`src/hw/otcm_map.svh`:
```
// Register offsets, field positions, reset values and timing counts
`ifndef OTCM_MAP_SVH
`define OTCM_MAP_SVH
`define OTCM_ADDR_MULT_CTRL 8'h97
`define OTCM_ADDR_FINE_TRIM 8'h9E
`define OTCM_ADDR_COARSE_TRIM 8'hA2
`define OTCM_ADDR_IRQ_STATUS 8'hB0
`define OTCM_ADDR_IRQ_MASK 8'hB1
`define OTCM_ADDR_OSC_SELECT 8'hB2
`define OTCM_BIT_ENABLE 7
`define OTCM_BIT_INIT 6
`define OTCM_BIT_READY 5
`define OTCM_SCALE_HI 4
`define OTCM_SCALE_LO 2
`define OTCM_SEL_HI 1
`define OTCM_SEL_LO 0
`define OTCM_CTRL_RESET 8'h00
`define OTCM_COARSE_MASK 8'h7F
`define OTCM_FINE_MASK 8'h3F
`define OTCM_IRQ_MASK_BITS 8'h03
`define OTCM_LOCK_NS 20000
`define OTCM_CLOCK_MHZ 250
`define OTCM_LOCK_CYCLES ((`OTCM_LOCK_NS * `OTCM_CLOCK_MHZ) / 1000)
`define OTCM_FAST_HALF 1
`define OTCM_SLOW_LIMIT 32
`endif

```
`src/hw/otcm_pkg.sv`:
```
// Types shared by the oscillator trim and clock multiplier block
package otcm_pkg;
  typedef enum logic [1:0] {
    OTCM_SEL_EXT,
    OTCM_SEL_INT_HALF,
    OTCM_SEL_EXT_HALF,
    OTCM_SEL_RSVD
  } otcm_sel_t;
  typedef enum {
    OTCM_ST_OFF,
    OTCM_ST_ARMED,
    OTCM_ST_LOCKING,
    OTCM_ST_LOCKED
  } otcm_state_t;
endpackage

```
`src/hw/otcm_top.sv`:
```
// Oscillator trim registers and clock multiplier control
// ---------------------------------------------------------------
// How it works
// - Coarse trim code sets oscillator period monotonic
// - Coarse trim top bit reads zero
// - Coarse trim resets to calibrated 24 MHz value
// - Fine trim resets to calibrated value
// - Fine trim upper two bits read zero
// - Output is four times input, then scaled
// - Input: external, internal halved, external halved
// - Ready set only after output stabilises
// - Slow input: four fast pulses, then idle
// - Control register layout, resets to zero
// - Ready one means loop locked
// ---------------------------------------------------------------
//
// The address-and-strobe port was left to the implementer.
`include "otcm_map.svh"
module otcm_top #(
  parameter logic [6:0] COARSE_CAL = 7'h40, // Per-part value, arbitrary
  parameter logic [5:0] FINE_CAL = 6'h20, // Per-part value, arbitrary
  parameter int LOCK_CYCLES = `OTCM_LOCK_CYCLES
) (
  input wire logic clock, // 250 MHz block clock
  input wire logic reset_n, // Asynchronous reset, active low
  input wire logic clock_enable, // Freezes all state but the reset release when low
  input wire logic [7:0] address, // Register address
  input wire logic [7:0] write_data, // Register write data
  input wire logic write_strobe, // One-cycle write
  input wire logic read_strobe, // One-cycle read
  output logic [7:0] read_data, // Read data, cycle after strobe
  input wire logic ext_osc, // External oscillator
  input wire logic int_osc, // Internal oscillator
  output logic [6:0] coarse_trim, // To oscillator period control
  output logic [5:0] fine_trim, // To oscillator fine control
  output logic mult_clock, // Multiplied clock
  output logic multiplier_ready, // Loop locked
  output logic irq // Level interrupt
);
  import otcm_pkg::*;

  // ---------------------------------------------------------------
  // Reset release
  // ---------------------------------------------------------------
  logic rst_meta;
  logic rst_n;
  always_ff @(posedge clock or negedge reset_n) begin
    if (!reset_n) begin
      rst_meta <= 1'b0;
      rst_n <= 1'b0;
    end else begin
      rst_meta <= 1'b1;
      rst_n <= rst_meta;
    end
  end

  // ---------------------------------------------------------------
  // Registers
  // ---------------------------------------------------------------
  logic multiplier_enable;
  logic multiplier_initialize;
  logic [2:0] multiplier_scale;
  otcm_sel_t multiplier_input_select;
  logic [1:0] irq_status;
  logic [1:0] irq_mask;
  logic trim_loaded;
  otcm_state_t state;
  logic [31:0] lock_count;
  logic locked;

  // ---------------------------------------------------------------
  // Address decode
  // ---------------------------------------------------------------
  wire hit_ctrl = (address == `OTCM_ADDR_MULT_CTRL);
  wire hit_fine = (address == `OTCM_ADDR_FINE_TRIM);
  wire hit_coarse = (address == `OTCM_ADDR_COARSE_TRIM);
  wire hit_status = (address == `OTCM_ADDR_IRQ_STATUS);
  wire hit_mask = (address == `OTCM_ADDR_IRQ_MASK);
  wire wr_ctrl = write_strobe && hit_ctrl;
  wire wr_fine = write_strobe && hit_fine;
  wire wr_coarse = write_strobe && hit_coarse;
  wire wr_status = write_strobe && hit_status;
  wire wr_mask = write_strobe && hit_mask;
  wire [7:0] ctrl_view = {multiplier_enable, multiplier_initialize,
                          locked, multiplier_scale,
                          multiplier_input_select};
  wire [7:0] fine_view = {2'b00, fine_trim} & `OTCM_FINE_MASK;
  wire [7:0] coarse_view = {1'b0, coarse_trim} & `OTCM_COARSE_MASK;
  wire [7:0] status_view = {6'h00, irq_status};
  wire [7:0] mask_view = {6'h00, irq_mask};
  wire [7:0] next_read_data =
    hit_ctrl ? ctrl_view :
    hit_fine ? fine_view :
    hit_coarse ? coarse_view :
    hit_status ? status_view :
    hit_mask ? mask_view : 8'h00;

  // ---------------------------------------------------------------
  // Control and mask registers
  // ---------------------------------------------------------------
  always_ff @(posedge clock or negedge rst_n) begin
    if (!rst_n) begin
      read_data <= 8'h00;
      multiplier_enable <= 1'b0;
      multiplier_initialize <= 1'b0;
      multiplier_scale <= 3'h0;
      multiplier_input_select <= OTCM_SEL_EXT;
      irq_mask <= 2'b00;
    end else if (clock_enable) begin
      // Falls back to zero so a stale value never lingers on the bus
      read_data <= read_strobe ? next_read_data : 8'h00;
      if (wr_ctrl) begin
        multiplier_enable <= write_data[`OTCM_BIT_ENABLE];
        multiplier_initialize <= write_data[`OTCM_BIT_INIT];
        multiplier_scale <=
          write_data[`OTCM_SCALE_HI:`OTCM_SCALE_LO];
        multiplier_input_select <=
          otcm_sel_t'(write_data[`OTCM_SEL_HI:`OTCM_SEL_LO]);
      end
      // Only the two defined status bits can be unmasked
      if (wr_mask) begin
        irq_mask <= write_data[1:0] & 2'(`OTCM_IRQ_MASK_BITS);
      end
    end
  end

  // ---------------------------------------------------------------
  // Trim registers
  // ---------------------------------------------------------------
  // Calibration loads one cycle after reset release, not as async value
  always_ff @(posedge clock or negedge rst_n) begin
    if (!rst_n) begin
      trim_loaded <= 1'b0;
      coarse_trim <= 7'h00;
      fine_trim <= 6'h00;
    end else if (clock_enable) begin
      if (!trim_loaded) begin
        trim_loaded <= 1'b1;
        coarse_trim <= COARSE_CAL;
        fine_trim <= FINE_CAL;
      end else begin
        if (wr_coarse) begin
          coarse_trim <= write_data[6:0];
        end
        if (wr_fine) begin
          fine_trim <= write_data[5:0];
        end
      end
    end
  end

  // ---------------------------------------------------------------
  // Input source
  // ---------------------------------------------------------------
  logic ext_level;
  logic ext_rise;
  logic int_level;
  logic int_rise;
  logic half_ext;
  logic half_int;
  // Oscillators are foreign to the block clock: three flops each
  otcm_edge_sync ext_sync (
    .clock(clock),
    .rst_n(rst_n),
    .enable(clock_enable),
    .async_in(ext_osc),
    .level(ext_level),
    .rise(ext_rise)
  );
  otcm_edge_sync int_sync (
    .clock(clock),
    .rst_n(rst_n),
    .enable(clock_enable),
    .async_in(int_osc),
    .level(int_level),
    .rise(int_rise)
  );
  always_ff @(posedge clock or negedge rst_n) begin
    if (!rst_n) begin
      half_ext <= 1'b0;
      half_int <= 1'b0;
    end else if (clock_enable) begin
      if (ext_rise) begin
        half_ext <= !half_ext;
      end
      if (int_rise) begin
        half_int <= !half_int;
      end
    end
  end
  // Halved sources count every second rise
  // The reserved select code gives no reference edges at all
  wire ref_rise =
    (multiplier_input_select == OTCM_SEL_EXT) ? ext_rise :
    (multiplier_input_select == OTCM_SEL_INT_HALF) ?
      (int_rise && half_int) :
    (multiplier_input_select == OTCM_SEL_EXT_HALF) ?
      (ext_rise && half_ext) : 1'b0;

  // ---------------------------------------------------------------
  // Lock sequencing
  // ---------------------------------------------------------------
  logic slow;
  logic tick;
  wire run = multiplier_enable && (state == OTCM_ST_LOCKED ||
                                   state == OTCM_ST_LOCKING);
  // Settling time counts block clocks, whatever the reference rate
  wire lock_done = (lock_count >= 32'(LOCK_CYCLES));
  always_ff @(posedge clock or negedge rst_n) begin
    if (!rst_n) begin
      state <= OTCM_ST_OFF;
      lock_count <= 32'h0;
      locked <= 1'b0;
    end else if (clock_enable) begin
      case (state)
        OTCM_ST_OFF: begin
          locked <= 1'b0;
          lock_count <= 32'h0;
          if (multiplier_enable) begin
            state <= OTCM_ST_ARMED;
          end
        end
        OTCM_ST_ARMED: begin
          if (!multiplier_enable) begin
            state <= OTCM_ST_OFF;
          end else if (multiplier_initialize) begin
            state <= OTCM_ST_LOCKING;
          end
        end
        OTCM_ST_LOCKING: begin
          if (!multiplier_enable) begin
            state <= OTCM_ST_OFF;
          end else if (lock_done) begin
            state <= OTCM_ST_LOCKED;
            locked <= 1'b1;
          end else if (ref_rise) begin
            lock_count <= lock_count + 32'h1;
          end else begin
            lock_count <= lock_count + 32'h1;
          end
        end
        OTCM_ST_LOCKED: begin
          // Clearing initialize drops lock, so a restart settles again
          if (!multiplier_enable || !multiplier_initialize) begin
            state <= OTCM_ST_OFF;
            locked <= 1'b0;
          end
        end
        default: begin
          state <= OTCM_ST_OFF;
        end
      endcase
    end
  end

  // ---------------------------------------------------------------
  // Multiplied pulse train
  // ---------------------------------------------------------------
  otcm_pulse_gen pulse_gen (
    .clock(clock),
    .rst_n(rst_n),
    .enable(clock_enable),
    .run(run),
    .ref_rise(ref_rise),
    .scale(multiplier_scale),
    .tick(tick),
    .slow(slow)
  );

  // ---------------------------------------------------------------
  // Output clock, ready and interrupt
  // ---------------------------------------------------------------
  // Status bit 0: lock gained; bit 1: slow input seen while running
  wire ev_lock = (state == OTCM_ST_LOCKING) && lock_done;
  wire ev_slow = run && slow;
  wire [1:0] events = {ev_slow, ev_lock};
  wire [1:0] clear = wr_status ? write_data[1:0] : 2'b00;
  // Set wins: an event in the clearing cycle stays visible
  wire [1:0] next_status = (irq_status & ~clear) | events;
  wire next_irq = |(next_status & irq_mask);
  // One block-clock pulse per multiplied period gives four pulses
  // per reference period before scaling
  wire next_mult_clock = tick && locked;
  always_ff @(posedge clock or negedge rst_n) begin
    if (!rst_n) begin
      irq_status <= 2'b00;
      mult_clock <= 1'b0;
      multiplier_ready <= 1'b0;
      irq <= 1'b0;
    end else if (clock_enable) begin
      irq_status <= next_status;
      mult_clock <= next_mult_clock;
      multiplier_ready <= locked;
      irq <= next_irq;
    end
  end
endmodule

```
`src/hw/otcm_edge_sync.sv`:
```
// Three-flop synchroniser with rising-edge pulse for a foreign clock input
module otcm_edge_sync (
  input wire logic clock, // Block clock
  input wire logic rst_n, // Synchronous-released reset
  input wire logic enable, // Clock enable
  input wire logic async_in, // Foreign level
  output logic level, // Settled level
  output logic rise // One-cycle pulse on settled rise
);
  logic stage1;
  logic stage2;
  logic stage3;
  wire agree = (stage2 == stage3);
  always_ff @(posedge clock or negedge rst_n) begin
    if (!rst_n) begin
      stage1 <= 1'b0;
      stage2 <= 1'b0;
      stage3 <= 1'b0;
      level <= 1'b0;
    end else if (enable) begin
      stage1 <= async_in;
      stage2 <= stage1;
      stage3 <= stage2;
      if (agree) begin
        level <= stage3;
      end
    end
  end
  assign rise = enable && agree && stage3 && !level;
endmodule

```
`src/hw/otcm_pulse_gen.sv`:
```
// Burst generator: four output edges per reference rise, then scaled
`include "otcm_map.svh"
module otcm_pulse_gen #(
  parameter int SLOW_LIMIT = `OTCM_SLOW_LIMIT
) (
  input wire logic clock, // Block clock
  input wire logic rst_n, // Reset
  input wire logic enable, // Clock enable
  input wire logic run, // Multiplier running
  input wire logic ref_rise, // Reference rising edge pulse
  input wire logic [2:0] scale, // Output scaling code
  output logic tick, // One pulse per multiplied period
  output logic slow // Reference below minimum rate
);
  logic [2:0] left;
  logic [2:0] gap;
  logic [2:0] skip;
  logic [7:0] since;
  // Codes 000-010 keep factor one; 011..111 emit 2 of every N ticks
  wire [2:0] modulus = (scale < 3'h3) ? 3'h1 : scale;
  wire raw = (left != 3'h0) && (gap == 3'h0);
  wire keep = (modulus == 3'h1) || (skip < 3'h2);
  always_ff @(posedge clock or negedge rst_n) begin
    if (!rst_n) begin
      left <= 3'h0;
      gap <= 3'h0;
      skip <= 3'h0;
      since <= 8'h00;
      tick <= 1'b0;
      slow <= 1'b0;
    end else if (enable) begin
      tick <= run && raw && keep;
      if (!run) begin
        left <= 3'h0;
        skip <= 3'h0;
      end else if (ref_rise) begin
        left <= 3'h4;
        gap <= 3'h0;
      end else if (raw) begin
        left <= left - 3'h1;
        gap <= 3'(`OTCM_FAST_HALF);
        skip <= (skip + 3'h1 >= modulus) ? 3'h0 : skip + 3'h1;
      end else if (gap != 3'h0) begin
        gap <= gap - 3'h1;
      end
      if (ref_rise) begin
        slow <= (since >= 8'(SLOW_LIMIT));
        since <= 8'h00;
      end else if (since != 8'hFF) begin
        since <= since + 8'h01;
      end
    end
  end
endmodule

```
`config.mk`:
```
export PLATFORM = sky130hd
export DESIGN_NAME = otcm_top
export DESIGN_NICKNAME = d
export VERILOG_FILES = /design/src/hw/otcm_pkg.sv /design/src/hw/otcm_top.sv /design/src/hw/otcm_edge_sync.sv /design/src/hw/otcm_pulse_gen.sv
export VERILOG_INCLUDE_DIRS = /design/src /design/src/hw
export SDC_FILE = /design/constraint.sdc
export NUM_CORES = 1
export LEC_CHECK = 0
export ABC_AREA = 1
export ABC_CLOCK_PERIOD_IN_PS = 8100
export BUFFER_PORTS_ARGS = -buffer_cell sky130_fd_sc_hd__buf_2
export CORE_UTILIZATION = 50
export DETAILED_ROUTE_END_ITERATION = 6
export PLACE_DENSITY = 0.73
export SETUP_SLACK_MARGIN = 0.5
export SLEW_MARGIN = 0
export SYNTH_ARGS = -nofsm -noshare
export SYNTH_HDL_FRONTEND = slang
export SYNTH_SLANG_ARGS = --single-unit
```
`constraint.sdc`:
```
create_clock -name clock -period 8.1 [get_ports clock]
set_input_delay 2.025 -clock clock [delete_from_list [all_inputs] [get_ports clock]]
set_output_delay 2.025 -clock clock [all_outputs]
set_load 0.05 [all_outputs]
```
==> results.json, run 1 <==
{
  "slew_violations": 0,
  "crit_family": "buffers and inverters",
  "async_reset_ff_share_pct": 100,
  "critPathCaptureType": "flip-flop",
  "ys_seq_elements": 102,
  "fin_setup_tns_ns": 0,
  "track_usage_pct": 20.2,
  "cts_tree": "built",
  "numCtsBuffers": 9,
  "tightest_slew_ns": 0.701,
  "synth_cell_types": 44,
  "cp_num_buf_inv": 3,
  "grt_start_max_net_pins": 57,
  "io_buffers": 46,
  "whs_ns": 0.333,
  "pre_cts_ws_ns": 4.25,
  "crit_required_ns": 8.41,
  "vias": 4232,
  "critPathSlowestCell": "buf_2",
  "post_cts_buffers": 0,
  "worst_slack_ns": 4.64,
  "antennaDiodeCount": 0,
  "max_cap_violations": 0,
  "antenna_found_initial": 0,
  "crit_path_frequent_cell": "nand2_1",
  "initial_core_util_pct": 52.0,
  "clkLatencyLatePin_ns": 0.37,
  "htreeDepth": 3,
  "ys.flop_type": "dfrtp_1",
  "power.density_mw_per_mm2": 209,
  "hold_violations": 0,
  "p_leak_nw": 3.06,
  "fin_skew_ns": 0.0131,
  "core_mm2": 0.0104,
  "drc": 0,
  "fp.dieH_um": 106,
  "synth_edf_count": 0,
  "syn_to_final_growth_pct": 8.64,
  "wirelength_mm": 10.6,
  "clk_path_buf_depth": 2,
  "netlist_area_mm2": 0.00542,
  "clock-sinks": 102,
  "nFillCells": 935,
  "grt_pass1_vias": 4034,
  "vias_per_cell": 5.10,
  "grt-ovfl-total": 0,
  "peakVddDrop_mv": 0.106,
  "routedWlPerCell_um": 12.8,
  "period_share_pct": 42.7,
  "crit_chain": "buf_2 > inv_2 > a21oi_1 > o21a_2 > nand2_4 > inv_6 > nand2_1 > nand2_1",
  "dieArea_mm2": 0.0113,
  "yosysWarnings": 0,
  "pin_count": 47,
  "clk_pin_slew_ns": 0.10,
  "holdBufCountCts": 0,
  "worstSetupPathType": "in -> reg",
  "synth_nets": 684,
  "fp.dieW_um": 106,
  "drt.antenna.violating_nets": 0,
  "outcome": "completed",
  "cts-root-buf": "clkbuf_8",
  "path_max_fanout": 25,
  "drive_gt1_share_pct": 18.8,
  "hold_class": "reg -> async",
  "syn_inst": 645,
  "ys_seq_area_share_pct": 47.1,
  "relSlewSlack_pct": 53.3,
  "drt-pass1-iter-count": 4,
  "nets": 727,
  "grt_pass1_wl_mm": 18.3,
  "cts_resized": 0,
  "crit_arrival_ns": 3.77,
  "max_freq_mhz": 289,
  "place.gp.congestion": 0.826,
  "start_kind": "input port",
  "dp_hpwl_mm": 7.59,
  "period_needed_ns": 3.46,
  "report.final.setup_viol": 0,
  "fp-row-count": 37,
  "rsz0062_at_grt": "no",
  "drt_iter0_drc": 345,
  "avgSynthCellArea_um2": 8.40,
  "max_stage_delay_ns": 0.36,
  "fin_util_pct": 56.5
}
==> per-layer routing <==
layer	track usage [%]	up-vias	share of wire [%]
met4	6.25	0	1.1
met1	27.8	2019	48
met5	0	-	0
li1	-	2123	-
met2	32.4	78	47
met3	3.99	12	3.6
==> sequential cells by signal (all words and copies together) (netlist names), 2 cells and up <==
| signal | count |
|---|---|
| pulse_gen.skip | 3 |
| read_data | 8 |
| pulse_gen.since | 8 |
| lock_count | 32 |
| state | 2 |
| pulse_gen.gap | 3 |
| pulse_gen.left | 3 |
| coarse_trim | 7 |
| fine_trim | 6 |
| irq_status | 2 |
| irq_mask | 2 |
| multiplier_scale | 3 |
| multiplier_input_select | 2 |
==> cell families after synthesis <==
kind of cell	after synthesis	share of synthesized area, %
xor+xnor	15	2.43
other cells	1	0.0692
simple gates	338	29.1
fa+ha+maj	16	3.70
buf+inv	94	8.29
compound gates	76	8.55
mux	3	0.762
flops	102	47.1
==> power by group <==
| part | total [mW] | internal (mW) | switching, mW |
|---|---|---|---|
| Clock | 0.332 | 0.147 | 0.185 |
| Combinational | 0.290 | 0.0929 | 0.197 |
| Sequential | 0.610 | 0.561 | 0.0489 |
| Total | 1.23 | 0.801 | 0.431 |
==> final timing paths <==
path	endpoint	depth (start not counted)	slack, ns	start
worst max-delay path	lock_count[8]	8	4.64	clock_enable
worst min-delay path	pulse_gen.since[1]	0	0.33	rst_n
worst max register to register	irq	10	6.02	state[0]
worst min register to register	pulse_gen.since[1]	0	0.33	rst_n
max in group asynchronous	rst_n	1	6.57	reset_n
min in group clock	rst_n	0	0.37	rst_meta
==> cell usage after synthesis (2+ instances only) <==
cell	n	area (µm²)
xor2_1	11	96.3
dfrtp_1	102	2550
nand3_1	41	205
buf_6	7	78.8
nor3_1	8	40.0
o21ai_2	9	78.8
nor2_2	10	62.6
xnor2_1	4	35.0
nor3b_1	2	15.0
o21ai_1	12	60.1
o21ai_0	31	155
ha_1	16	200
nand2_4	3	33.8
buf_12	2	40.0
nor3_4	2	32.5
inv_1	65	244
nand4_1	10	62.6
buf_2	2	10.0
nor2_4	13	146
mux2_4	2	30.0
inv_2	12	45.0
o211ai_1	3	22.5
or2_2	3	18.8
a21oi_1	8	40.0
nor2_1	47	176
o21a_1	2	15.0
o21bai_1	4	30.0
clkbuf_1	3	11.3
nand2_2	7	43.8
nand2_1	190	713
==> through the flow <==
step                      total power [mW]  std cells  instance area, µm²
after global placement               0.890        813                5680
final                                 1.23        829                5880
after detailed placement             0.908        813                5680
after CTS                             1.24        829                5880
after global routing                  1.31        829                5880
after floorplan                      0.865        645                5420
==> layout by cell type (no fill, tap or decap), types with 9 or more instances in the layout <==
master and n:
buf_2 46, clkbuf_8 9, dfrtp_1 101, ha_1 16, inv_1 65, inv_2 12
nand2_1 190, nand3_1 41, nand4_1 10, nor2_1 47, nor2_2 10, nor2_4 13
o21ai_0 31, o21ai_1 12, o21ai_2 9, xor2_1 11
==> area by class of cell <==
type                            count  area (µm²)  share of cell area (%)
Clock inverter                      7        80.1                    1.36
Clock buffer                        9         124                    2.11
Sequential cell                   102        2560                    43.4
Tap cell                          136         170                    2.89
Timing Repair Buffer               47         238                    4.04
Multi-Input combinational cell    449        2410                    41.0
Inverter                           79         302                    5.13
No activity file was read; power rests on OpenSTA's default activity.
==> run 2, diff against run 1 <==
--- a/config.mk
+++ b/config.mk
@@ -7,11 +7,11 @@
 export NUM_CORES = 1
 export LEC_CHECK = 0
 export ABC_AREA = 1
-export ABC_CLOCK_PERIOD_IN_PS = 8100
+export ABC_CLOCK_PERIOD_IN_PS = 2900
 export BUFFER_PORTS_ARGS = -buffer_cell sky130_fd_sc_hd__buf_2
 export CORE_UTILIZATION = 50
 export DETAILED_ROUTE_END_ITERATION = 6
-export PLACE_DENSITY = 0.73
+export PLACE_DENSITY = 0.75
 export SETUP_SLACK_MARGIN = 0.5
 export SLEW_MARGIN = 0
 export SYNTH_ARGS = -nofsm -noshare
==> constraint.sdc (replaced) <==
create_clock -name clock -period 2.9 [get_ports clock]
set_input_delay 0.725 -clock clock [delete_from_list [all_inputs] [get_ports clock]]
set_output_delay 0.725 -clock clock [all_outputs]
set_load 0.05 [all_outputs]
==> run 2 against run 1 <==
- die area is the same
- sequential share of layout area is 0.13 points lower
- worst setup slack lost 3.8 ns
- clock power increased to 2.7 times the previous value
- global-route usage increased by 0.60 points
- cell count up 0.24%
- register-to-register slack got worse by 5.2 ns
- critical path depth rose by 2
- combinational power increased to 2.8 times the previous value
- power grew to 2.8 times the previous value
- sequential power increased to 2.8 times the previous value
==> results.json, run 2 (synthesis gave the netlist of run 1 again) <==
{
  "drive_gt1_share_pct": 19.0,
  "nFillCells": 953,
  "clk_path_buf_depth": 2,
  "peakVddDrop_mv": 0.266,
  "period_needed_ns": 2.09,
  "tightest_slew_ns": 0.632,
  "outcome": "completed",
  "hold_class": "in -> async",
  "dieArea_mm2": 0.0113,
  "post_cts_buffers": 0,
  "io_buffers": 46,
  "core_mm2": 0.0104,
  "worstSetupPathType": "reg -> reg",
  "crit_path_frequent_cell": "nand2_1",
  "grt_pass1_wl_mm": 18.6,
  "period_share_pct": 72.1,
  "grt-ovfl-total": 0,
  "wirelength_mm": 10.6,
  "max_cap_violations": 0,
  "critPathSlowestCell": "ha_1",
  "pre_cts_ws_ns": 0.673,
  "power.density_mw_per_mm2": 576,
  "relSlewSlack_pct": 57.9,
  "cts_tree": "built",
  "fp-row-count": 37,
  "reg_top3": "lock_count (32), pulse_gen.since (8), read_data (8)",
  "final_cell_area_mm2": 0.00590,
  "syn_to_final_growth_pct": 8.96,
  "drt.antenna.violating_nets": 0,
  "numCtsBuffers": 9,
  "drt_iter0_drc": 294,
  "nets": 729,
  "top_register": "lock_count",
  "grt_pass1_vias": 4155,
  "largest_reg_flops": 32,
  "path_max_fanout": 13,
  "vias": 4255,
  "htreeDepth": 3,
  "track_usage_pct": 20.8,
  "final_common_cell": "nand2_1",
  "placed_area_mm2": 0.00571,
  "whs_ns": 0.0986,
  "crit_required_ns": 3.23,
  "worst_slack_ns": 0.810,
  "hold_violations": 0,
  "fp.dieH_um": 106,
  "report.final.setup_viol": 0,
  "antennaDiodeCount": 0,
  "max_stage_delay_ns": 0.51,
  "max_freq_mhz": 479,
  "clk_pin_slew_ns": 0.10,
  "critPathCaptureType": "flip-flop",
  "place.gp.congestion": 0.860,
  "holdBufCountCts": 0,
  "start_kind": "flip-flop",
  "routedWlPerCell_um": 12.8,
  "crit_family": "simple AND/OR/NAND/NOR gates",
  "antenna_found_initial": 0,
  "cts-root-buf": "clkbuf_8",
  "cts_resized": 0,
  "fin_skew_ns": 0.0158,
  "cp_num_buf_inv": 2,
  "vias_per_cell": 5.12,
  "slew_violations": 0,
  "crit_arrival_ns": 2.42,
  "p_leak_nw": 3.07,
  "drc": 0,
  "initial_core_util_pct": 52.0,
  "crit_chain": "inv_1 > ha_1 > nand2_1 > nand2_1 > nand2_1 > inv_2 > nand2_1 > nand2_1 > a21boi_1 > nand2_1",
  "fp.dieW_um": 106,
  "clock-sinks": 102,
  "clkLatencyLatePin_ns": 0.40,
  "drt-pass1-iter-count": 4,
  "mostFrequentLayoutCells": "190 x nand2_1, 101 x dfrtp_1, 65 x inv_1",
  "rsz0062_at_grt": "no",
  "fin_setup_tns_ns": 0,
  "pin_count": 47,
  "grt_start_max_net_pins": 53,
  "dp_hpwl_mm": 7.72
}
-- run 2: changes by cell type in the layout (fill, tap and decap cells not counted), sizes merged --
cell    previous run  this run
buf               47        49
clkbuf             9        11
bufinv             1         0
clkinv             3         4
inv               81        79
-- run 2: final cells by class --
cell class              count  area, µm²  share of cell area (%)
flip-flops and latches    102       2560                    43.3
multi-input cells         449       2410                    40.9
inverters                  79        302                    5.11
repair buffers             49        265                    4.50
well taps                 136        170                    2.88
clock buffers              11        151                    2.57
clock inverters             5       42.5                   0.721
-- run 2: where the power goes --
group          internal (mW)  switching, mW
combinational          0.264          0.546
sequential              1.57          0.137
clock                  0.367          0.516
-- run 2: metrics by stage --
step | cells | util [%] | total power, mW
after floorplan | 645 | - | 2.41
after CTS | 831 | 56.6 | 3.42
after global placement | 815 | 54.8 | 2.49
after global routing | 831 | 56.6 | 3.62
final | 831 | 56.6 | 3.40
after detailed placement | 815 | 54.8 | 2.55
-- run 2: path summary, 6_finish.rpt --
path	start	end	slack, ns	depth (start not counted)
worst max-delay path	state[0]	irq	0.81	10
worst max register to register	state[0]	irq	0.81	10
worst min register to register	rst_meta	rst_n	0.36	0
max in group asynchronous	rst_n	read_data[7]	1.83	1
worst min-delay path	reset_n	rst_n	0.1	1
min in group clock	rst_meta	rst_n	0.36	0
-- run 2: routing by layer --
metal  wire [µm]  vias to the layer above  global-route usage (%)  share of wire [%]
met2        4890                      100                    33.4                 46
li1            -                     2127                       -                  -
met5           0                        -                       0                  0
met3         509                       20                    5.09                4.8
met4         173                        0                    6.94                1.6
met1        5060                     2008                    27.8                 48
